### src/include/uie_consts.svh
// Contract
// - enable register at 0xC1, resets zero, bits 7:4 reserved, shares divisor-high address
// - enable bit 3 gates modem status edge interrupt; clear means never raised
// - enable bit 2 gates line error interrupt: parity, framing, overrun, break
// - enable bit 1 gates transmit empty interrupt, raised when transmit buffer becomes empty
// - enable bit 0 gates both receive data ready and receiver time-out interrupts
// - identification register read-only at 0xC2; writes there go to fifo control
// - ident bits 7:6 read 00 fifos off, 11 fifos on; 5:4 read zero
// - ident bits 3:1 give highest enabled source: line 011, data 010, timeout 110
// - transmit empty code 001 fourth; modem status code 000 lowest
// - pending line status interrupt clears on line status register read
// - modem interrupt set on any modem input change, cleared by modem status read
// - transmit empty interrupt drops on first holding register write after it rose
`ifndef UIE_CONSTS_SVH
`define UIE_CONSTS_SVH
`define UIE_ADDR_DIV_HIGH 8'hc1
`define UIE_ADDR_IDENT 8'hc2
`define UIE_ADDR_TX_HOLD 8'hc0
`define UIE_ADDR_LINE_STAT 8'hc5
`define UIE_ADDR_MODEM_STAT 8'hc6
`define UIE_EN_RESET 4'h0
`define UIE_EN_MODEM 3
`define UIE_EN_LINE 2
`define UIE_EN_TX 1
`define UIE_EN_RX 0
`define UIE_CODE_LINE 3'h3
`define UIE_CODE_RXDATA 3'h2
`define UIE_CODE_TIMEOUT 3'h6
`define UIE_CODE_TXEMPTY 3'h1
`define UIE_CODE_MODEM 3'h0
`define UIE_FIFO_ON 2'h3
`define UIE_FIFO_OFF 2'h0
`define UIE_RSVD_IDENT 2'h0
`define UIE_RSVD_EN 4'h0
`define UIE_IDENT_RESET 8'h01
`define UIE_FIFO_EN_BIT 0
`define UIE_MODEM_W 4
`define UIE_EN_MSB 3
`define UIE_FCTL_RESET 8'h00
`define UIE_RDATA_IDLE 8'h00
`endif

### src/include/uie_pkg.sv
package uie_pkg;
    typedef logic [7:0] uie_byte_t;
    typedef logic [2:0] uie_code_t;
endpackage

### src/logic/uie_core.sv
`timescale 1ns/1ns
`include "uie_consts.svh"
// --------------------------------
// interrupt enable and identification
// --------------------------------
module uie_core
    import uie_pkg::*;
#(
    parameter int MODEM_W = `UIE_MODEM_W
) (
    input wire logic clk_sys,
    input wire logic rst_n,
    input wire logic [7:0] addr,
    input wire logic [7:0] wdata,
    input wire logic wr_en,
    input wire logic rd_en,
    input wire logic dlab,
    input wire logic line_err,
    input wire logic rx_ready,
    input wire logic rx_timeout,
    input wire logic tx_empty,
    input wire logic [MODEM_W-1:0] modem_in,
    output logic [7:0] rdata,
    output logic rdata_valid,
    output logic [7:0] fifo_control_reg,
    output logic fifo_ctl_wr,
    output logic irq
);
    // --------------------------------
    // state
    // --------------------------------
    logic [3:0] en_q, en_d;
    logic fifo_on_status_q, fifo_on_status_d;
    logic [7:0] fctl_q, fctl_d;
    logic fctl_wr_q, fctl_wr_d;
    logic modem_pend_q, modem_pend_d;
    logic line_pend_q, line_pend_d;
    logic line_prev_q, line_prev_d;
    logic tx_pend_q, tx_pend_d;
    logic tx_prev_q, tx_prev_d;
    logic [MODEM_W-1:0] modem_prev_q, modem_prev_d;
    logic [MODEM_W-1:0] modem_sync;
    logic [7:0] ident_q, ident_d;
    logic irq_q, irq_d;
    logic [7:0] rdata_q, rdata_d;
    logic rvalid_q, rvalid_d;
    // --------------------------------
    // modem input synchroniser
    // --------------------------------
    uie_sync #(
        .W(MODEM_W)
    ) u_sync (
        .clk_sys(clk_sys),
        .rst_n(rst_n),
        .d(modem_in),
        .q(modem_sync)
    );
    // --------------------------------
    // decode
    // --------------------------------
    logic wr_en_reg, wr_ident, wr_thr, rd_lsr, rd_msr, rd_ident, rd_en_reg;
    assign wr_en_reg = wr_en && !dlab && (addr == `UIE_ADDR_DIV_HIGH);
    assign wr_ident = wr_en && (addr == `UIE_ADDR_IDENT);
    assign wr_thr = wr_en && !dlab && (addr == `UIE_ADDR_TX_HOLD);
    assign rd_lsr = rd_en && (addr == `UIE_ADDR_LINE_STAT);
    assign rd_msr = rd_en && (addr == `UIE_ADDR_MODEM_STAT);
    assign rd_ident = rd_en && (addr == `UIE_ADDR_IDENT);
    assign rd_en_reg = rd_en && !dlab && (addr == `UIE_ADDR_DIV_HIGH);
    // --------------------------------
    // enable and fifo control
    // --------------------------------
    always_comb
    begin
        en_d = en_q;
        fctl_d = fctl_q;
        fctl_wr_d = 1'b0;
        fifo_on_status_d = fifo_on_status_q;
        if (wr_en_reg)
        begin
            en_d = wdata[`UIE_EN_MSB:0];
        end
        if (wr_ident)
        begin
            fctl_d = wdata;
            fctl_wr_d = 1'b1;
            fifo_on_status_d = wdata[`UIE_FIFO_EN_BIT];
        end
    end
    // --------------------------------
    // modem edge detect
    // --------------------------------
    logic [MODEM_W-1:0] modem_chg;
    genvar g;
    generate
        for (g = 0; g < MODEM_W; g++)
        begin : g_chg
            assign modem_chg[g] = modem_sync[g] ^ modem_prev_q[g];
        end
    endgenerate
    always_comb
    begin
        modem_prev_d = modem_sync;
        modem_pend_d = modem_pend_q;
        if (rd_msr)
        begin
            modem_pend_d = 1'b0;
        end
        if (|modem_chg)
        begin
            modem_pend_d = 1'b1; // set wins over clear
        end
    end
    // --------------------------------
    // line error pending
    // --------------------------------
    always_comb
    begin
        line_prev_d = line_err;
        line_pend_d = line_pend_q;
        if (rd_lsr)
        begin
            line_pend_d = 1'b0;
        end
        if (line_err && !line_prev_q)
        begin
            line_pend_d = 1'b1;
        end
    end
    // --------------------------------
    // transmit empty pending
    // --------------------------------
    always_comb
    begin
        tx_prev_d = tx_empty;
        tx_pend_d = tx_pend_q;
        if (wr_thr)
        begin
            tx_pend_d = 1'b0;
        end
        if (tx_empty && !tx_prev_q)
        begin
            tx_pend_d = 1'b1;
        end
    end
    // --------------------------------
    // gated sources
    // --------------------------------
    logic src_line, src_rx, src_to, src_tx, src_modem;
    assign src_line = line_pend_q && en_q[`UIE_EN_LINE];
    assign src_rx = rx_ready && en_q[`UIE_EN_RX];
    assign src_to = rx_timeout && en_q[`UIE_EN_RX];
    assign src_tx = tx_pend_q && tx_empty && en_q[`UIE_EN_TX];
    assign src_modem = modem_pend_q && en_q[`UIE_EN_MODEM];
    // --------------------------------
    // identification
    // --------------------------------
    always_comb
    begin
        uie_code_t irq_source_code;
        logic irq_pending_n;
        logic [1:0] fifo_bits;
        fifo_bits = fifo_on_status_q ? `UIE_FIFO_ON : `UIE_FIFO_OFF;
        irq_source_code = `UIE_CODE_MODEM;
        irq_pending_n = 1'b0;
        if (src_line)
        begin
            irq_source_code = `UIE_CODE_LINE;
        end
        else if (src_rx)
        begin
            irq_source_code = `UIE_CODE_RXDATA;
        end
        else if (src_to)
        begin
            irq_source_code = `UIE_CODE_TIMEOUT;
        end
        else if (src_tx)
        begin
            irq_source_code = `UIE_CODE_TXEMPTY;
        end
        else if (src_modem)
        begin
            irq_source_code = `UIE_CODE_MODEM;
        end
        else
        begin
            irq_pending_n = 1'b1;
        end
        ident_d = {fifo_bits, `UIE_RSVD_IDENT, irq_source_code, irq_pending_n};
        irq_d = !irq_pending_n;
    end
    // --------------------------------
    // read data
    // --------------------------------
    always_comb
    begin
        rdata_d = `UIE_RDATA_IDLE;
        rvalid_d = rd_ident || rd_en_reg;
        if (rd_ident)
        begin
            rdata_d = ident_q;
        end
        else if (rd_en_reg)
        begin
            rdata_d = {`UIE_RSVD_EN, en_q};
        end
    end
    // --------------------------------
    // enable and fifo control registers
    // --------------------------------
    always_ff @(posedge clk_sys or negedge rst_n)
    begin
        if (!rst_n)
        begin
            en_q <= `UIE_EN_RESET;
            fctl_q <= `UIE_FCTL_RESET;
            fctl_wr_q <= 1'b0;
            fifo_on_status_q <= 1'b0;
        end
        else
        begin
            en_q <= en_d;
            fctl_q <= fctl_d;
            fctl_wr_q <= fctl_wr_d;
            fifo_on_status_q <= fifo_on_status_d;
        end
    end
    // --------------------------------
    // modem edge registers
    // --------------------------------
    always_ff @(posedge clk_sys or negedge rst_n)
    begin
        if (!rst_n)
        begin
            modem_pend_q <= 1'b0;
            modem_prev_q <= '0;
        end
        else
        begin
            modem_pend_q <= modem_pend_d;
            modem_prev_q <= modem_prev_d;
        end
    end
    // --------------------------------
    // line error registers
    // --------------------------------
    always_ff @(posedge clk_sys or negedge rst_n)
    begin
        if (!rst_n)
        begin
            line_pend_q <= 1'b0;
            line_prev_q <= 1'b0;
        end
        else
        begin
            line_pend_q <= line_pend_d;
            line_prev_q <= line_prev_d;
        end
    end
    // --------------------------------
    // transmit empty registers
    // --------------------------------
    always_ff @(posedge clk_sys or negedge rst_n)
    begin
        if (!rst_n)
        begin
            tx_pend_q <= 1'b0;
            tx_prev_q <= 1'b0;
        end
        else
        begin
            tx_pend_q <= tx_pend_d;
            tx_prev_q <= tx_prev_d;
        end
    end
    // --------------------------------
    // identification registers
    // --------------------------------
    always_ff @(posedge clk_sys or negedge rst_n)
    begin
        if (!rst_n)
        begin
            ident_q <= `UIE_IDENT_RESET;
            irq_q <= 1'b0;
        end
        else
        begin
            ident_q <= ident_d;
            irq_q <= irq_d;
        end
    end
    // --------------------------------
    // read data registers
    // --------------------------------
    always_ff @(posedge clk_sys or negedge rst_n)
    begin
        if (!rst_n)
        begin
            rdata_q <= `UIE_RDATA_IDLE;
            rvalid_q <= 1'b0;
        end
        else
        begin
            rdata_q <= rdata_d;
            rvalid_q <= rvalid_d;
        end
    end
    assign rdata = rdata_q;
    assign rdata_valid = rvalid_q;
    assign fifo_control_reg = fctl_q;
    assign fifo_ctl_wr = fctl_wr_q;
    assign irq = irq_q;
endmodule

### src/logic/uie_sync.sv
`timescale 1ns/1ns
// --------------------------------
// two-flop synchroniser, one per bit
// --------------------------------
module uie_sync #(
    parameter int W = 4
) (
    input wire logic clk_sys,
    input wire logic rst_n,
    input wire logic [W-1:0] d,
    output logic [W-1:0] q
);
    logic [W-1:0] s1_q;
    logic [W-1:0] s2_q;
    genvar i;
    generate
        for (i = 0; i < W; i++)
        begin : g_bit
            always_ff @(posedge clk_sys or negedge rst_n)
            begin
                if (!rst_n)
                begin
                    s1_q[i] <= 1'b0;
                    s2_q[i] <= 1'b0;
                end
                else
                begin
                    s1_q[i] <= d[i];
                    s2_q[i] <= s1_q[i];
                end
            end
        end
    endgenerate
    assign q = s2_q;
endmodule

### config.mk
export PLATFORM = sky130hd
export DESIGN_NAME = uie_core
export DESIGN_NICKNAME = d
export VERILOG_FILES = /design/src/include/uie_pkg.sv /design/src/logic/uie_core.sv /design/src/logic/uie_sync.sv
export VERILOG_INCLUDE_DIRS = /design/src /design/src/include
export SDC_FILE = /design/constraint.sdc
export NUM_CORES = 1
export LEC_CHECK = 0
export ABC_AREA = 1
export BUFFER_PORTS_ARGS = -buffer_cell sky130_fd_sc_hd__buf_2
export CAP_MARGIN = 20
export CELL_PAD_IN_SITES_DETAIL_PLACEMENT = 1
export CELL_PAD_IN_SITES_GLOBAL_PLACEMENT = 2
export CORE_ASPECT_RATIO = 1.5
export CORE_MARGIN = 4
export CORE_UTILIZATION = 32
export CTS_BUF_LIST = sky130_fd_sc_hd__clkbuf_16
export CTS_CLUSTER_DIAMETER = 150
export DETAILED_ROUTE_END_ITERATION = 8
export PLACE_DENSITY = 0.82
export SYNTH_ARGS = -nofsm -noshare
export SYNTH_HDL_FRONTEND = slang
export SYNTH_SLANG_ARGS = --single-unit
export TNS_END_PERCENT = 20
### constraint.sdc
create_clock -name clk_sys -period 2.4 [get_ports clk_sys]
set_clock_uncertainty 0.2 [all_clocks]
set_input_delay 0 -clock clk_sys [delete_from_list [all_inputs] [get_ports clk_sys]]
set_output_delay 0 -clock clk_sys [all_outputs]
set_load 0.01 [all_outputs]
After elaboration in Yosys (flattened, before gate mapping)

Cells that the tools add are included.

Bits in registers: 47
Bits of input ports: 29
Output and inout port bits: 19
Logic and storage cells: 76

Equality and inequality tests: 5
Muxes and demuxes: 19
Bitwise operators: 4
Reductions and logical operators: 26

Operators with widths:

| operator                              | count |
|---|---|
| == test 8 bit (second input constant) | 5 |
| logical AND 1 bit                     | 17 |
| 2-to-1 mux 1 bit                      | 13 |
| 2-to-1 mux 3 bit                      | 3 |
| 2-to-1 mux 8 bit                      | 1 |
| nonzero test 2 bit                    | 3 |
| logical NOT 1 bit                     | 4 |
| 2-to-1 mux 4 bit                      | 1 |
| OR reduction 4 bit                    | 1 |
| bitwise XOR 1 bit                     | 4 |
| 2-to-1 mux 2 bit                      | 1 |
| logical OR 1 bit                      | 1 |

Logic depth before layout (Yosys ltp)

Gate-level depths: netlist (run 1).

Depth in word-level cells: 7
Depth in mapped cells: 7
Depth with buffers taken out: 6

By module

Synthesis (run 1) repeated with hierarchy kept, for this count alone.

Cells, all modules: 175
Area total of the unflattened synthesis: 1674.1 µm²

By module, submodules not included:

| module   | instances | cells each | area an instance (µm²) | seq. area each (µm²) |
|---|---|---|---|---|
| uie_core | 1         | 167        | 1473.9                 | 852.1 |
| uie_sync | 1         | 8          | 200.2                  | 200.2 |

Worst setup path after synthesis (run 1)

OpenSTA, ideal clock, no wires.

Kind: register to register
Start: register en_q[0]
End: register irq_q (netlist: irq)
Library setup time: 0.119 ns
Arrival time: 0.715 ns
Required time: 2.081 ns
Path slack: 1.366 ns
Stages on the path, launching flop included: 5
Path buffers: 0
Period minus slack after synthesis: 1.034 ns
Path through: dfrtp_1 > nand2_1 > nand3_1 > nor2_1 > inv_1

Word-level cells in the longest chain between the ends: 5
Elaborated cells on any way between the ends: 6
Classes of those cells: 3 x mux; 3 x reduce/logical

RTL lines:

| what                   | line            | RTL |
|---|---|---|
| start, declared        | uie_core.sv:32  | `logic [3:0] en_q, en_d;` |
| start signal, assigned | uie_core.sv:215 | `` en_q <= `UIE_EN_RESET; `` |
| start signal, assigned | uie_core.sv:222 | `en_q <= en_d;` |
| logical AND 1 bit      | uie_core.sv:151 | `` assign src_to = rx_timeout && en_q[`UIE_EN_RX]; `` |
| 2-to-1 mux 1 bit       | uie_core.sv:173 | `else if (src_to)` |
| 2-to-1 mux 1 bit (*)   | uie_core.sv:169 | `else if (src_rx)` |
| 2-to-1 mux 1 bit (*)   | uie_core.sv:165 | `if (src_line)` |
| named net ident_d[0]   | uie_core.sv:43  | `logic [7:0] ident_q, ident_d;` |
| logical NOT 1 bit (*)  | uie_core.sv:190 | `irq_d = !irq_pending_n;` |
| named net irq_d        | uie_core.sv:44  | `logic irq_q, irq_d;` |
| end signal, assigned   | uie_core.sv:289 | `irq_q <= irq_d;` |
| end, declared          | uie_core.sv:44  |  |

The timed path passes the listed nets; every way through them passes the cells marked *.
A chain may end at the register's enable or synchronous reset.

Worst setup path in the final report (run 1)

Start: input port addr[3]
End: register en_q[1]

Word-level cells in the longest chain between the ends: 2

RTL lines:

| what                    | line           | RTL |
|---|---|---|
| start, declared         | uie_core.sv:13 | `input wire logic [7:0] addr,` |
| == test 8 bit (no line) | -              |  |
| logical AND 1 bit       | uie_core.sv:62 | `` assign wr_en_reg = wr_en && !dlab && (addr == `UIE_ADDR_DIV_HIGH); `` |

No other way between the ends.

==> out/metrics.json, run 1 <==
{
  "run_status": "complete, no violations",
  "max_clock_freq_mhz": 431,
  "drtIter0Drc": 20,
  "design_power_total_mw": 1.53,
  "critical_path.endpoint_type": "flop",
  "vdd.ir_drop.worst_mv": 0.236,
  "timing.critical_path.from": "addr[3]",
  "number_of_flip_flops_in_the_largest_register": 8,
  "grt.met2_usage_pct": 27.0,
  "min_period_ns": 2.32,
  "worst_setup_slack_post_dpl_ns": 1.22,
  "min_period_over_period_pct": 96.7,
  "chipHeight_um": 95.7,
  "setup.worst_path.class": "input port to flop",
  "synth.yosys.warnings": 0,
  "io_buffer_count": 45,
  "drv.max_cap_violation_count": 0,
  "filler_cell_count": 590,
  "fin_util_pct": 52.5,
  "final_ws_setup_ns": 0.0791,
  "groute.layer.met1.usage_pct": 15.5,
  "min_path_cells": 7,
  "hold_class": "input port to flop",
  "cts.sinks": 42,
  "crit_path_max_fanout": 4,
  "placementRows": 31,
  "syn-instance-count": 167,
  "regToRegStartpoint": "en_q[2]$_DFFE_PN0P_",
  "via_per_inst": 4.45,
  "worstPathArrival_ns": 2.33,
  "critical_path_required_ns": 2.41,
  "met3_usage_pct": 2.80,
  "routed_wl_mm": 4.26,
  "r2r-end": "ident_q[3]$_DFF_PN0_",
  "detailedPlacementHpwl_mm": 2.68,
  "cpMaxStageDelayCell": "sky130_fd_sc_hd__dlygate4sd3_1",
  "layout-area-overhead-vs-synth_pct": 56.3,
  "synth_seq_area_share_pct": 64.1,
  "final.setup.tns_ns": 0,
  "cp_slowest_stage_delay_ns": 0.56,
  "detail_route.first_pass.iterations": 4,
  "route.detailed.wl_per_inst_um": 12.8,
  "ctsLongestPathBuffers": 2,
  "crit_path_end": "en_q[1]$_DFFE_PN0P_",
  "globalRoute.busiestLayer": "met2",
  "pin_count": 48,
  "dieArea_um2": 6360,
  "max_transition_margin_pct": 38.3,
  "powerDensity_nw_per_um2": 596,
  "mostFrequentLayoutCell": "sky130_fd_sc_hd__nand2_1",
  "cts_made_buffers": 5,
  "ctsHtreeMaxLevel": 2,
  "timing.critical_path.from_type": "input port",
  "worst_hold_startpoint": "addr[4]",
  "clockRootBuffer": "sky130_fd_sc_hd__clkbuf_16",
  "synth.lib_cells_used.distinct": 17,
  "vias": 1476,
  "rrSetupSlack_ns": 0.82,
  "nets": 294,
  "syn-mean-instance-area_um2": 9.83,
  "final_layout_size_suffix_gt1_share_pct": 25.9,
  "place_congestion": 0.721,
  "route.antenna.remaining_nets": 0,
  "report.final.slew_viol_count": 0,
  "die_w_um": 66.5,
  "global_route.usage.total_pct": 14.7,
  "core_region_area_um2": 4890,
  "syn_area_um2": 1640,
  "antenna_violations_before_repair": 0,
  "grt_pass1_vias": 1578,
  "antennaDiodeCount": 0,
  "globalRouteOverflowTotal": 0,
  "setup_viol": 0,
  "leading_cell_types_in_the_layout_fill_and_taps_excluded": "sky130_fd_sc_hd__nand2_1 (56), sky130_fd_sc_hd__dlygate4sd3_1 (45), sky130_fd_sc_hd__buf_2 (45)",
  "cts_tree": "done",
  "ys_ff_latch": 42,
  "route.detailed.drc": 0,
  "worstRegToRegCells": 3,
  "cp_cell_sequence": "dlygate4sd3_1, buf_2, nor2_4, nand3_4, nor2_4, nand2_1, dlygate4sd3_1, nand2_1, dlygate4sd3_1",
  "timing.critical_path.mode_cell": "sky130_fd_sc_hd__dlygate4sd3_1",
  "worst-slew-pin-transition_ns": 0.926,
  "leakagePower_nw": 1.37,
  "initial_utilization_pct": 33.6,
  "wire_length_of_the_first_global_routing_pass_mm": 7.00,
  "worstSkewPairLatency_ns": 0.28,
  "finalHoldViolations": 0,
  "clk_pin_slew_ns": 0.06,
  "grt_max_degree": 43
}
## what timing repair did
item,CTS,global route
resized for setup,0,7
setup buffers,0,4
setup endpoints to repair,0,5
hold endpoints to repair,74,0
hold buffers,46,0
## kinds of logic (layout without fill, tap and decap cells)
group	count (synthesis)	in the layout	synth area share (%)
flip-flops	42	42	64.1
other	1	2	0.228
buffers and inverters	23	121	6.71
AND/OR/NAND/NOR	92	92	25.5
XOR/XNOR	3	3	1.60
AO/OA/AOI/OAI	6	6	1.83
## power breakdown
| group | switching [mW] | leakage (nW) | total, mW | internal, mW |
|---|---|---|---|---|
| combinational | 0.0707 | 0.769 | 0.143 | 0.0725 |
| sequential | 0.0126 | 0.533 | 0.748 | 0.735 |
| clock | 0.259 | 0.0672 | 0.638 | 0.379 |
## worst max-delay path, delay by kind of cell
kind	cells	cell delay [ns]
buffers and inverters	4	1.78
AND/OR/NAND/NOR	5	0.56
## layer usage
metal	wire [µm]	up-vias
met5	0	-
li1	-	705
met2	2300	45
met4	111	0
met3	170	9
met1	1680	717
## synth_stat cells
cell type	instances	area [µm²]
sky130_fd_sc_hd__nand2_1	57	214
sky130_fd_sc_hd__dfrtp_1	41	1030
sky130_fd_sc_hd__nand3_1	18	90.1
sky130_fd_sc_hd__inv_1	16	60.1
sky130_fd_sc_hd__nor2_1	10	37.5
sky130_fd_sc_hd__o21ai_0	6	30.0
sky130_fd_sc_hd__buf_4	4	30.0
sky130_fd_sc_hd__xnor2_1	3	26.3
sky130_fd_sc_hd__nand3_4	2	35.0
sky130_fd_sc_hd__nor2_2	2	12.5
sky130_fd_sc_hd__nor2_4	2	22.5
sky130_fd_sc_hd__buf_6	1	11.3
sky130_fd_sc_hd__clkinv_2	1	5.00
sky130_fd_sc_hd__conb_1	1	3.75
sky130_fd_sc_hd__dfstp_2	1	26.3
sky130_fd_sc_hd__inv_2	1	3.75
sky130_fd_sc_hd__nor3b_1	1	7.51
## through the flow
stage | area [µm²] | hold WS, ns | cells
final | 2570 | 0.0499 | 332
after global routing | 2570 | 0.107 | 332
after CTS | 2510 | 0.000389 | 328
after detailed placement | 1910 | -0.0906 | 274
after global placement | 1910 | -0.0905 | 274
after floorplan | 1650 | -0.496 | 168
## layout make-up
cell class,instances,area (µm²),share of cell area (%)
clock inverters,3,16.3,0.634
well taps,66,82.6,3.22
flip-flops and latches,42,1050,41.0
repair buffers,95,718,28.0
clock buffers,5,125,4.88
multi-input cells,103,503,19.6
inverters,18,68.8,2.68
## worst min-delay path by stage
| stage | endpoint | slack, ns |
|---|---|---|
| 2_1_floorplan | en_q[0]$_DFFE_PN0P_ | -0.50 |
| 3_3_place_gp | u_sync.s1_q[0]$_DFF_PN0_ | -0.09 |
| 3_5_place_dp | u_sync.s1_q[0]$_DFF_PN0_ | -0.09 |
| 4_1_cts | rdata[2]$_DFF_PN0_ | 0.0004 |
| 5_1_grt | modem_pend_q$_DFFE_PN0P_ | 0.11 |
| 6_report | modem_pend_q$_DFFE_PN0P_ | 0.05 |
No activity file was read; power rests on OpenSTA's default activity.
==> run 2: changes to the inputs <==
- CELL_PAD_IN_SITES_DETAIL_PLACEMENT: 1 -> unset
- CELL_PAD_IN_SITES_GLOBAL_PLACEMENT: 2 -> unset
- CORE_UTILIZATION: 32 -> 54
- PLACE_DENSITY: 0.82 -> 0.84
==> out/metrics.json, run 2 (synthesis gave the netlist of run 1 again) <==
{
  "pin_count": {"value": 48, "change": "unchanged"},
  "routed_wl": {"value": 6.40, "unit": "mm", "change": "+50%"},
  "run_status": "finished with violations",
  "antenna_violations_before_repair": {"value": 0, "change": "unchanged"},
  "regToRegStartpoint": "en_q[2]$_DFFE_PN0P_",
  "cts_tree": "done",
  "clk_pin_slew": {"value": 0.05, "unit": "ns", "change": "about the same"},
  "initial_utilization": {"value": 56.4, "unit": "%", "change": "+23 points"},
  "max_transition_margin": {"value": 39.2, "unit": "%", "change": "+0.95 points"},
  "ctsHtreeMaxLevel": {"value": 2, "change": "unchanged"},
  "clockRootBuffer": "sky130_fd_sc_hd__clkbuf_16",
  "ctsLongestPathBuffers": {"value": 2, "change": "unchanged"},
  "worst_hold_startpoint": "addr[6]",
  "placementRows": {"value": 24, "change": "-23%"},
  "report.final.slew_viol_count": {"value": 0, "change": "unchanged"},
  "route.antenna.remaining_nets": {"value": 0, "change": "unchanged"},
  "post_layout_nonfiller_instances": {"value": 312, "change": "-6.0%"},
  "worstPathArrival": {"value": 2.51, "unit": "ns", "change": "+0.18 ns"},
  "timing.critical_path.from": "addr[1]",
  "mostFrequentLayoutCell": "sky130_fd_sc_hd__nand2_1",
  "timing.critical_path.mode_cell": "sky130_fd_sc_hd__dlygate4sd3_1",
  "vdd.ir_drop.worst": {"value": 0.839, "unit": "mV", "change": "+260%"},
  "vias": {"value": 1746, "change": "+18%"},
  "nets": {"value": 301, "change": "+2.4%"},
  "cp_cell_sequence": "dlygate4sd3_1, buf_2, inv_1, nand3_1, nor2_2, dlygate4sd3_1, nand2_1, nand2_1, dlygate4sd3_1",
  "setup_repair_after_global_routing_missed_its_margin": "true",
  "global_route.usage.total": {"value": 29.5, "unit": "%", "change": "+15 points"},
  "cpMaxStageDelayCell": "sky130_fd_sc_hd__dlygate4sd3_1",
  "max_clock_freq": {"value": 400, "unit": "MHz", "change": "-7.1%"},
  "final.hold.worst_slack": {"value": 0.104, "unit": "ns", "change": "+0.0539 ns"},
  "placed_cells": {"value": 247, "change": "-9.9%"},
  "chipHeight": {"value": 75.5, "unit": "µm", "change": "-21%"},
  "final_ws_setup": {"value": -0.0994, "unit": "ns", "change": "-0.179 ns"},
  "min_period": {"value": 2.50, "unit": "ns", "change": "+0.179 ns"},
  "detail_route.first_pass.iterations": {"value": 7, "change": "+3"},
  "timing.critical_path.from_type": "input port",
  "globalRouteOverflowTotal": {"value": 0, "change": "unchanged"},
  "wire_length_of_the_first_global_routing_pass": {"value": 8.00, "unit": "mm", "change": "+14%"},
  "worst_setup_slack_post_dpl": {"value": 1.25, "unit": "ns", "change": "+0.0277 ns"},
  "min_period_over_period": {"value": 104, "unit": "%", "change": "+7.4 points"},
  "final_layout_size_suffix_gt1_share": {"value": 27.1, "unit": "%", "change": "+1.2 points"},
  "setup_viol": {"value": 6, "change": "+6"},
  "cts.sinks": {"value": 42, "change": "unchanged"},
  "via_per_inst": {"value": 5.60, "change": "+26%"},
  "cp_slowest_stage_delay": {"value": 0.68, "unit": "ns", "change": "+0.12 ns"},
  "cts_made_buffers": {"value": 5, "change": "unchanged"},
  "critical_path.endpoint_type": "flop",
  "leading_cell_types_in_the_layout_fill_and_taps_excluded": "sky130_fd_sc_hd__nand2_1 (56), sky130_fd_sc_hd__dlygate4sd3_1 (47), sky130_fd_sc_hd__buf_2 (43)",
  "crit_path_max_fanout": {"value": 5, "change": "+1"},
  "drtIter0Drc": {"value": 125, "change": "+530%"},
  "worstSkewPairLatency": {"value": 0.29, "unit": "ns", "change": "about the same"},
  "grt_max_degree": {"value": 43, "change": "unchanged"},
  "hold_class": "input port to flop",
  "dieArea": {"value": 4000, "unit": "µm²", "change": "-37%"},
  "core_region_area": {"value": 2910, "unit": "µm²", "change": "-40%"},
  "number_of_flip_flops_in_the_largest_register": {"value": 8, "change": "unchanged"},
  "critical_path_required": {"value": 2.41, "unit": "ns", "change": "about the same"},
  "worst-path-buf-inv": {"value": 5, "change": "+1"},
  "grt_pass1_vias": {"value": 1643, "change": "+4.1%"},
  "detailedPlacementHpwl": {"value": 2.20, "unit": "mm", "change": "-18%"},
  "io_buffer_count": {"value": 45, "change": "unchanged"},
  "antennaDiodeCount": {"value": 0, "change": "unchanged"},
  "powerDensity": {"value": 604, "unit": "nW/µm²", "change": "+1.3%"},
  "drv.max_cap_violation_count": {"value": 0, "change": "unchanged"},
  "violations": "setup timing",
  "route.detailed.drc": {"value": 0, "change": "unchanged"},
  "route.detailed.wl_per_inst": {"value": 20.5, "unit": "µm", "change": "+60%"},
  "worst_path_dominant_cell_family": "buffers and inverters",
  "place_congestion": {"value": 0.752, "change": "+4.3%"},
  "worst-slew-pin-transition": {"value": 0.912, "unit": "ns", "change": "-0.0142 ns"},
  "leakagePower": {"value": 1.43, "unit": "nW", "change": "+4.2%"},
  "finalHoldViolations": {"value": 0, "change": "unchanged"},
  "layout-area-overhead-vs-synth_pct": 58.7,
  "setup.worst_path.class": "input port to flop",
  "die_w": {"value": 53.0, "unit": "µm", "change": "-20%"}
}
-- run 2: stage by stage --
step / TNS, ns / util [%] / power [mW] / instance area [µm²]
2_1_floorplan: 0 / - / 0.802 / 1650
3_5_place_dp: 0 / 64.5 / 0.856 / 1880
4_1_cts: 0 / 86.4 / 1.52 / 2520
3_3_place_gp: 0 / 64.5 / 0.852 / 1880
6_report: -0.366 / 89.4 / 1.57 / 2610
5_1_grt: -0.670 / 89.4 / 1.62 / 2610
-- run 2: per-layer routing --
layer / global-route usage [%] / vias to the layer above / routed length, µm
li1: - / 716 / -
met1: 32.2 / 818 / 2080
met2: 49.6 / 148 / 3210
met3: 9.20 / 64 / 547
met4: 17.6 / 0 / 562
met5: 0 / - / 0
-- run 2: final timing paths --
kind | endpoint | slack [ns] | cells after the start
max | rdata_valid$_DFF_PN0_ | -0.1 | 9
min | fifo_control_reg[4]$_DFFE_PN0P_ | 0.10 | 6
max reg2reg | ident_q[3]$_DFF_PN0_ | 0.62 | 3
min reg2reg | u_sync.q[3]$_DFF_PN0_ | 0.16 | 0
max in group asynchronous | fifo_control_reg[0]$_DFFE_PN0P_ | 1.24 | 2
min in group asynchronous | modem_prev_q[0]$_DFF_PN0_ | 0.19 | 2
-- run 2: cell type report --
type | count | area (µm²)
fillers | 125 | 308
inverters | 18 | 72.6
multi-input cells | 103 | 503
repair buffers | 102 | 790
clock buffers | 5 | 125
well taps | 39 | 48.8
clock inverters | 3 | 13.8
flip-flops and latches | 42 | 1050
-- run 2: worst reg2reg max path, cell delays in order, from the launching register on --
cell and delay [ns]:
sky130_fd_sc_hd__dfrtp_1 0.43, sky130_fd_sc_hd__nand2_1 0.18, sky130_fd_sc_hd__nor3b_1 0.28, sky130_fd_sc_hd__dlygate4sd3_1 0.62
-- run 2: power breakdown --
part           leakage (nW)  switching, mW  internal [mW]
logic                 0.818         0.0897         0.0805
registers             0.533         0.0151          0.735
clock network        0.0748          0.274          0.378
total                  1.43          0.379           1.19
-- run 2: what timing repair did --
| action | CTS | global route |
|---|---|---|
| resized for setup | 0 | 13 |
| setup buffers | 0 | 9 |
| endpoints found under the hold margin | 74 | 0 |
| endpoints found under the setup margin | 0 | 9 |
| hold buffers | 50 | 0 |
